[config.mk]
export PLATFORM = sky130hd
export DESIGN_NAME = lsi_target_port
export DESIGN_NICKNAME = d
export VERILOG_FILES = /design/src/shared/lsi_pkg.sv /design/src/lsi_target_port.sv
export SDC_FILE = /design/constraint.sdc
export NUM_CORES = 1
export LEC_CHECK = 0
export BUFFER_PORTS_ARGS = -buffer_cell sky130_fd_sc_hd__buf_2
export CORE_ASPECT_RATIO = 0.75
export CORE_MARGIN = 4
export CORE_UTILIZATION = 25
export DETAILED_ROUTE_END_ITERATION = 6
export HOLD_SLACK_MARGIN = 0.1
export SYNTH_ARGS = -nofsm -noshare
export SYNTH_HDL_FRONTEND = slang
export SYNTH_SLANG_ARGS = --single-unit
[constraint.sdc]
create_clock -name core_clk -period 3.05 [get_ports core_clk]
set_clock_uncertainty 0.15 [all_clocks]
set_input_delay 0.915 -clock core_clk [delete_from_list [all_inputs] [get_ports core_clk]]
set_output_delay 0.915 -clock core_clk [all_outputs]
set_load 0.005 [all_outputs]
[src/shared/lsi_pkg.sv]
// Package of constants and types for the light sensor I2C target port.
package lsi_pkg;

  // ****************************************************************
  // Bus addressing
  // ****************************************************************
  localparam logic [6:0] ADDR_STRAP_GND = 7'h44;
  localparam logic [6:0] ADDR_STRAP_VDD = 7'h45;
  localparam logic [6:0] ADDR_STRAP_SDA = 7'h46;
  localparam logic [6:0] ADDR_STRAP_SCL = 7'h47;
  localparam logic [6:0] GENERAL_CALL_ADDR = 7'h00;
  localparam logic [7:0] GENERAL_CALL_RESET = 8'h06;
  localparam logic [4:0] TOP_SPEED_CODE = 5'h01;

  // ****************************************************************
  // Strap encoding
  // ****************************************************************
  localparam logic [1:0] STRAP_GND = 2'h0;
  localparam logic [1:0] STRAP_VDD = 2'h1;
  localparam logic [1:0] STRAP_SDA = 2'h2;
  localparam logic [1:0] STRAP_SCL = 2'h3;

  // ****************************************************************
  // Timing
  // ****************************************************************
  localparam int CLK_FREQ_HZ = 125_000_000;
  localparam int SCL_TIMEOUT_MS = 28;
  localparam int SCL_TIMEOUT_CYCLES = CLK_FREQ_HZ / 1000 * SCL_TIMEOUT_MS;
  localparam int STD_RATE_HZ = 100_000;
  localparam int FAST_RATE_HZ = 400_000;
  localparam int TOP_RATE_HZ = 2_600_000;

  // ****************************************************************
  // Reset values
  // ****************************************************************
  localparam logic [7:0] POINTER_RESET = 8'h00;

  // ****************************************************************
  // Carried types
  // ****************************************************************
  typedef struct packed {
    logic scl;
    logic sdaIn;
  } lsi_bus_in_t;

  typedef struct packed {
    logic [7:0] pointer;
    logic [15:0] data;
  } lsi_reg_write_t;

endpackage

[src/lsi_target_port.sv]
// I2C target port of the light sensor: framing, addressing, register access.

// Overview of operation
// - Acts only as a bus target, never drives the clock.
// - Works with bus clocks of 100 kHz, 400 kHz and 2.6 MHz.
// - Bus connects through a clock input and open-drain data line.
// - Data falling while clock high is a start; begins a transaction.
// - Address byte shifts in on clock rising edges; last bit is direction.
// - On matching address, data pulled low during the ninth clock.
// - Data moves in bytes, each followed by one acknowledge bit.
// - Data change while clock high counts as start or stop.
// - Data rising while clock high is a stop; ends the transfer.
// - Clock low for 28 ms resets the bus state machine.
// - Address byte is seven address bits plus one direction bit.
// - Strap picks address 1000100, 1000101, 1000110 or 1000111.
// - Strap sampled on every transaction; must be settled before traffic.
// - Every byte travels most significant bit first.
// - Write: address, pointer byte, two data bytes, each acknowledged.
// - Read returns pointed register high byte then low; pointer kept.
// - Top-speed code 00001xxx is not acknowledged but enables top speed.
// - General call then 06h is acknowledged and resets registers.
module lsi_target_port #(
  parameter int TIMEOUT_CYCLES = lsi_pkg::SCL_TIMEOUT_CYCLES
) (
  input wire logic core_clk,
  input wire logic reset_n,
  input wire lsi_pkg::lsi_bus_in_t busIn,
  input wire logic [1:0] addrStrap,
  input wire logic [15:0] readData,
  output logic sdaOut,
  output logic sdaOe,
  output logic [7:0] regPointer,
  output lsi_pkg::lsi_reg_write_t regWrite,
  output logic regWriteStrobe,
  output logic generalReset,
  output logic topSpeedMode
);

  typedef enum logic [2:0] {IDLE, ADDR, ADDR_ACK, RX, RX_ACK, TX, TX_ACK}
    lsi_state_t;

  lsi_state_t state;
  logic sclPrev;
  logic sdaPrev;
  logic [7:0] shift;
  logic [3:0] bitCount;
  logic [1:0] byteIndex;
  logic isRead;
  logic isGeneral;
  logic [6:0] ownAddr;
  logic [7:0] highByte;
  logic [31:0] lowCount;
  logic [15:0] txWord;
  logic sclRise;
  logic sclFall;
  logic startSeen;
  logic stopSeen;
  logic timeout;
  logic [7:0] rxByte;

  // ****************************************************************
  // Bus condition detection
  // ****************************************************************

  // The pins are taken as synchronous; only a one-cycle history is kept.
  always_ff @(posedge core_clk)
  begin
    if (!reset_n)
    begin
      sclPrev <= 1'b1;
      sdaPrev <= 1'b1;
    end
    else
    begin
      sclPrev <= busIn.scl;
      sdaPrev <= busIn.sdaIn;
    end
  end

  // Clock edges and the two framing conditions.
  assign sclRise = busIn.scl && !sclPrev;
  assign sclFall = !busIn.scl && sclPrev;
  assign startSeen = busIn.scl && sclPrev && sdaPrev && !busIn.sdaIn;
  assign stopSeen = busIn.scl && sclPrev && !sdaPrev && busIn.sdaIn;
  assign rxByte = {shift[6:0], busIn.sdaIn};

  // Clock-low watchdog; it only runs while a transaction is open.
  always_ff @(posedge core_clk)
  begin
    if (!reset_n || busIn.scl || state == IDLE)
      lowCount <= '0;
    else if (lowCount < 32'(TIMEOUT_CYCLES))
      lowCount <= lowCount + 32'h1;
  end
  assign timeout = lowCount >= 32'(TIMEOUT_CYCLES);

  // Strap decode; the strap is read afresh at every start.
  function automatic logic [6:0] strapAddr(input logic [1:0] s);
    unique case (s)
      lsi_pkg::STRAP_GND: strapAddr = lsi_pkg::ADDR_STRAP_GND;
      lsi_pkg::STRAP_VDD: strapAddr = lsi_pkg::ADDR_STRAP_VDD;
      lsi_pkg::STRAP_SDA: strapAddr = lsi_pkg::ADDR_STRAP_SDA;
      lsi_pkg::STRAP_SCL: strapAddr = lsi_pkg::ADDR_STRAP_SCL;
    endcase
  endfunction

  // ****************************************************************
  // Transaction state machine
  // ****************************************************************

  // Bits are sampled on rising clock edges, MSB first; the state moves on the
  // falling edge so the data line only changes while the clock is low.
  always_ff @(posedge core_clk)
  begin
    if (!reset_n || timeout)
    begin
      state <= IDLE;
      shift <= 8'h00;
      bitCount <= 4'h0;
      byteIndex <= 2'h0;
      isRead <= 1'b0;
      isGeneral <= 1'b0;
      ownAddr <= lsi_pkg::ADDR_STRAP_GND;
      sdaOut <= 1'b0;
      sdaOe <= 1'b0;
      regWriteStrobe <= 1'b0;
      generalReset <= 1'b0;
      highByte <= 8'h00;
      txWord <= 16'h0000;
    end
    else
    begin
      regWriteStrobe <= 1'b0;
      generalReset <= 1'b0;
      sdaOut <= 1'b0;
      if (startSeen)
      begin
        state <= ADDR;
        bitCount <= 4'h0;
        byteIndex <= 2'h0;
        sdaOe <= 1'b0;
        ownAddr <= strapAddr(addrStrap);
      end
      else if (stopSeen)
      begin
        state <= IDLE;
        sdaOe <= 1'b0;
      end
      else if (sclRise && (state == ADDR || state == RX))
      begin
        shift <= rxByte;
        bitCount <= bitCount + 4'h1;
      end
      else if (sclRise && state == TX_ACK && busIn.sdaIn)
        state <= IDLE; // Controller not-acknowledge ends the read.
      else if (sclFall)
      begin
        unique case (state)
          IDLE: sdaOe <= 1'b0;
          ADDR:
            if (bitCount == 4'h8)
            begin
              bitCount <= 4'h0;
              isRead <= shift[0];
              isGeneral <= shift[7:1] == lsi_pkg::GENERAL_CALL_ADDR;
              if (shift[7:1] == ownAddr
                  || (shift[7:1] == lsi_pkg::GENERAL_CALL_ADDR && !shift[0]))
              begin
                state <= ADDR_ACK;
                sdaOe <= 1'b1;
                txWord <= readData;
              end
              else
                state <= IDLE; // Top-speed code and foreign addresses stay silent.
            end
          ADDR_ACK:
          begin
            if (isRead)
            begin
              state <= TX;
              sdaOe <= !txWord[15];
              txWord <= {txWord[14:0], 1'b0};
              bitCount <= 4'h1;
            end
            else
            begin
              state <= RX;
              sdaOe <= 1'b0;
            end
          end
          RX:
            if (bitCount == 4'h8)
            begin
              bitCount <= 4'h0;
              state <= RX_ACK;
              sdaOe <= !isGeneral || shift == lsi_pkg::GENERAL_CALL_RESET;
              if (isGeneral)
                generalReset <= shift == lsi_pkg::GENERAL_CALL_RESET;
              else if (byteIndex == 2'h1)
                highByte <= shift;
              else if (byteIndex == 2'h2)
                regWriteStrobe <= 1'b1;
              if (byteIndex != 2'h3)
                byteIndex <= byteIndex + 2'h1;
            end
          RX_ACK:
          begin
            sdaOe <= 1'b0;
            state <= (isGeneral || byteIndex == 2'h3) ? IDLE : RX;
          end
          TX:
            if (bitCount == 4'h8)
            begin
              bitCount <= 4'h0;
              state <= TX_ACK;
              sdaOe <= 1'b0;
            end
            else
            begin
              sdaOe <= !txWord[15];
              txWord <= {txWord[14:0], 1'b0};
              bitCount <= bitCount + 4'h1;
            end
          TX_ACK:
          begin
            state <= TX; // Controller acked; low byte follows, then zeros.
            sdaOe <= !txWord[15];
            txWord <= {txWord[14:0], 1'b0};
            bitCount <= 4'h1;
          end
        endcase
      end
    end
  end

  // ****************************************************************
  // Register pointer and write data
  // ****************************************************************

  // The pointer survives reads and stops; only a write or reset changes it.
  always_ff @(posedge core_clk)
  begin
    if (!reset_n || generalReset)
      regPointer <= lsi_pkg::POINTER_RESET;
    else if (sclFall && state == RX && bitCount == 4'h8 && byteIndex == 2'h0 && !isGeneral)
      regPointer <= shift;
  end

  // Write word is presented with the strobe, high byte first on the bus.
  always_ff @(posedge core_clk)
  begin
    if (!reset_n)
      regWrite <= '0;
    else if (sclFall && state == RX && bitCount == 4'h8 && byteIndex == 2'h2 && !isGeneral)
      regWrite <= '{pointer: regPointer, data: {highByte, shift}};
  end

  // Top-speed mode: entered on the controller code, left on stop.
  always_ff @(posedge core_clk)
  begin
    if (!reset_n || stopSeen)
      topSpeedMode <= 1'b0;
    else if (sclFall && state == ADDR && bitCount == 4'h8
             && shift[7:3] == lsi_pkg::TOP_SPEED_CODE)
      topSpeedMode <= 1'b1;
  end

endmodule

==> impl_metrics.prom <==
# TYPE chip_impl_metric gauge
chip_impl_metric{name="max_slew_vio_count",unit=""} 0
chip_impl_metric{name="postLayoutCellArea",unit="µm²"} 6680
chip_impl_metric{name="clockBufferDepth",unit=""} 2
chip_impl_metric{name="worst_hold_depth",unit=""} 2
chip_impl_metric{name="synth.net_count",unit=""} 669
chip_impl_metric{name="synth_area",unit="µm²"} 5390
chip_impl_metric{name="max_freq",unit="GHz"} 0.387
chip_impl_metric{name="synthesis.yosys.warnings",unit=""} 0
chip_impl_info{name="cts_tree",value="done"} 1
chip_impl_metric{name="place_area",unit="µm²"} 6060
chip_impl_metric{name="clock_sinks",unit=""} 115
chip_impl_metric{name="power-per-cell-area",unit="nW/µm²"} 566
chip_impl_metric{name="critPathMaxFanout",unit=""} 9
chip_impl_metric{name="detailed_place_hpwl",unit="µm"} 9780
chip_impl_info{name="synth_area_leader_cell",value="dfxtp_1"} 1
chip_impl_info{name="regToRegEndpoint",value="bitCount[2]$_SDFFE_PP0P_"} 1
chip_impl_metric{name="synth-xor-area-share",unit=""} 0.00650
chip_impl_info{name="cts.root.buffer_cell",value="clkbuf_16"} 1
chip_impl_metric{name="design.die.area",unit="µm²"} 24000
chip_impl_metric{name="grtUsageTotal",unit=""} 0.118
chip_impl_info{name="timing.critical_path.to_type",value="register"} 1
chip_impl_metric{name="crit_required",unit="ns"} 3.22
chip_impl_metric{name="insertion_delay",unit="ns"} 0.41
chip_impl_metric{name="placed_cells",unit=""} 965
chip_impl_metric{name="vias_in_the_first_global_route",unit=""} 4405
chip_impl_metric{name="finalNonFillerCells",unit=""} 996
chip_impl_metric{name="ant_nets",unit=""} 0
chip_impl_metric{name="drt-vias-per-instance",unit=""} 4.87
chip_impl_info{name="timing.hold.worst.class",value="reg2reg"} 1
chip_impl_info{name="worst_r2r_startpoint",value="bitCount[0]$_SDFFE_PP0P_"} 1
chip_impl_metric{name="antenna_violations_before_repair",unit=""} 0
chip_impl_metric{name="static-leakage-power",unit="nW"} 2.46
chip_impl_metric{name="cts_inserted_buffers",unit=""} 17
chip_impl_metric{name="layout.core_utilization",unit=""} 0.315
chip_impl_metric{name="chipHeight",unit="µm"} 135
chip_impl_info{name="post_synth_main_area_contributors",value="dfxtp_1 43%, nand2_1 6.8%, mux2i_1 3.5%"} 1
chip_impl_metric{name="timing.final.crit_share",unit=""} 0.847
chip_impl_info{name="outcome",value="completed"} 1
chip_impl_metric{name="core_area",unit="µm²"} 21200
chip_impl_metric{name="r2r.worst_path.cells",unit=""} 7
chip_impl_metric{name="reg2reg_setup_slack",unit="ns"} 0.47
chip_impl_metric{name="pre_cts_ws",unit="ns"} 0.195
chip_impl_metric{name="maximum_number_of_pins_on_one_net_before_global_route_repair",unit=""} 31
chip_impl_info{name="setup.worst_path.start_class",value="register"} 1
chip_impl_metric{name="yosysTopAreaCellShare",unit=""} 0.427
chip_impl_metric{name="remaining_design_rule_violation_count",unit=""} 0
chip_impl_metric{name="final.min_clock_period",unit="ns"} 2.58
chip_impl_metric{name="syn_to_final_growth",unit="%"} 23.8
chip_impl_metric{name="drv.max_cap_violation_count",unit=""} 0
chip_impl_metric{name="io_buffer_count",unit=""} 57
chip_impl_metric{name="ys_async_sr_fraction",unit=""} 0
chip_impl_metric{name="num_vias",unit=""} 4846
chip_impl_metric{name="initial_utilization",unit=""} 0.255
chip_impl_info{name="synth.cells.most_frequent",value="115 x dfxtp_1, 98 x nand2_1, 38 x clkbuf_1"} 1
chip_impl_metric{name="gr-total-overflow",unit=""} 0
chip_impl_metric{name="cts_hold_buffers_added",unit=""} 0
chip_impl_metric{name="overall_routed_net_length",unit="µm"} 14200
chip_impl_info{name="hold_path_startpoint",value="regWrite[8]$_SDFFE_PN0P_"} 1
chip_impl_metric{name="worst_pin_slew",unit="ns"} 0.681
chip_impl_info{name="rsz0062_at_grt",value="false"} 1
chip_impl_info{name="holdPathEnd",value="regWrite[8]$_SDFFE_PN0P_"} 1
chip_impl_info{name="synth_top_flop_cell",value="dfxtp_1"} 1
chip_impl_metric{name="synth-seq-area-share",unit=""} 0.427
chip_impl_metric{name="clk_pin_slew",unit="ns"} 0.05
chip_impl_metric{name="crit_arrival",unit="ns"} 2.76
chip_impl_metric{name="detailedRoute.firstPassIterationCount",unit=""} 5
chip_impl_metric{name="io_pins",unit=""} 59
chip_impl_metric{name="detail_route.wl_per_cell",unit="µm"} 14.2
chip_impl_metric{name="synth-edff-count",unit=""} 0
chip_impl_metric{name="max-vdd-ir-drop",unit="mV"} 0.261
chip_impl_metric{name="antenna_cells",unit=""} 0
chip_impl_info{name="synthMostInstantiatedCell",value="dfxtp_1"} 1
chip_impl_metric{name="yosys-mux-area-fraction",unit=""} 0.0666
chip_impl_metric{name="final_setup_tns",unit="ns"} 0
chip_impl_metric{name="drive_above_1_share",unit=""} 0.192
chip_impl_metric{name="fp.dieW",unit="µm"} 178
chip_impl_metric{name="post-cts-setup-buffer-count",unit=""} 0
chip_impl_metric{name="avgSynthCellArea",unit="µm²"} 8.44
chip_impl_metric{name="drtIter0Drc",unit=""} 348
chip_impl_metric{name="post_synth_and_or_nand_nor_area_fraction",unit=""} 0.265
chip_impl_metric{name="cts.repair.resized",unit=""} 0
chip_impl_metric{name="synth_compound_gate_area_share",unit=""} 0.172
chip_impl_metric{name="synth.distinct_cells",unit=""} 59
chip_impl_metric{name="grt_first_pass_wirelength",unit="µm"} 23100
chip_impl_metric{name="final-hold-violation-count",unit=""} 0
chip_impl_metric{name="totalPowerFinal",unit="mW"} 3.78
chip_impl_metric{name="place_congestion",unit=""} 0.893
chip_impl_metric{name="row_count",unit=""} 46
chip_impl_metric{name="fin_worst_hold_slack",unit="ns"} 0.301
chip_impl_metric{name="report.final.setup_viol",unit=""} 0
chip_impl_info{name="timing.setup.critical_path_class",value="reg2reg"} 1
chip_impl_metric{name="worst_slack",unit="ns"} 0.465
chip_impl_metric{name="worst_slew_margin_rel",unit=""} 0.546
chip_impl_metric{name="final_net_count",unit=""} 726
chip_impl_metric{name="cts-htree-levels",unit=""} 4
chip_impl_metric{name="synthesis.instances",unit=""} 639
chip_impl_metric{name="yosys.area_share.adder",unit=""} 0.0186
chip_impl_info{name="dominant_combinational_cell_family_by_area_after_synthesis",value="simple AND/OR/NAND/NOR gates"} 1
chip_impl_metric{name="number_of_synthesized_register_bits",unit=""} 115
logic make-up (layout without fill, tap and decap cells):
group,after synthesis,after routing
compound gates,136,136
xor+xnor,4,4
fa+ha+maj,8,8
buf+inv,59,128
flops,115,115
mux,34,34
other cells,1,1
simple gates,282,282
layer usage:
| layer | up-vias | wire length [µm] | GRT usage | part of all wire |
|---|---|---|---|---|
| li1 | 2442 | - | - | - |
| met1 | 2242 | 7630 | 0.184 | 0.54 |
| met2 | 154 | 5520 | 0.157 | 0.39 |
| met3 | 8 | 918 | 0.0329 | 0.065 |
| met4 | 0 | 82 | 0.0296 | 0.0058 |
| met5 | - | 0 | 0 | 0 |
state kept, by name, indices dropped and copies added, names as in the netlist, 3 cells and up:
name,count
state,3
bitCount,4
regPointer,8
highByte,8
shift,8
txWord,16
lowCount,32
regWrite,24
area by class of cell:
cell class | count | area, µm²
clock inverters | 9 | 154
repair buffers | 84 | 488
clock buffers | 22 | 464
flip-flops and latches | 115 | 2300
well taps | 288 | 360
fillers | 2267 | 14500
multi-input cells | 465 | 2860
inverters | 13 | 48.8
how the worst max path moves through the flow:
stage,start,end,slack [ns],cells past startpoint
2_1_floorplan,busIn[1],highByte[0]$_SDFFE_PP0P_,0.48,6
3_3_place_gp,busIn[1],state[1]$_SDFFE_PP0P_,0.23,6
3_5_place_dp,busIn[1],state[1]$_SDFFE_PP0P_,0.20,6
4_1_cts,bitCount[0]$_SDFFE_PP0P_,bitCount[2]$_SDFFE_PP0P_,0.49,7
5_1_grt,bitCount[0]$_SDFFE_PP0P_,bitCount[2]$_SDFFE_PP0P_,0.22,7
6_report,bitCount[0]$_SDFFE_PP0P_,bitCount[2]$_SDFFE_PP0P_,0.47,7
critical path, stage by stage (launching register included):
cell and delay [ns]:
dfxtp_1 0.35, inv_1 0.10, ha_1 0.14, nand3b_1 0.30, a21oi_1 0.40, o22ai_1 0.26, or4b_2 0.66, a21oi_1 0.15
cell usage in the layout (no fill, tap or decap), types with 17 or more instances in the layout:
cell type,count
dfxtp_1,115
a21boi_0,24
mux2i_1,19
nor4_1,29
nand3_1,28
buf_2,57
clkbuf_16,17
nand2_1,98
a21oi_1,34
nor3_1,26
nor2_1,31
buf_4,27
a31oi_1,21
power by group:
group | switching, mW | internal, mW | total [mW]
sequential | 0.0100 | 1.51 | 1.52
combinational | 0.0963 | 0.0650 | 0.161
clock | 0.695 | 1.40 | 2.10
(Power assumes the default switching activity.)
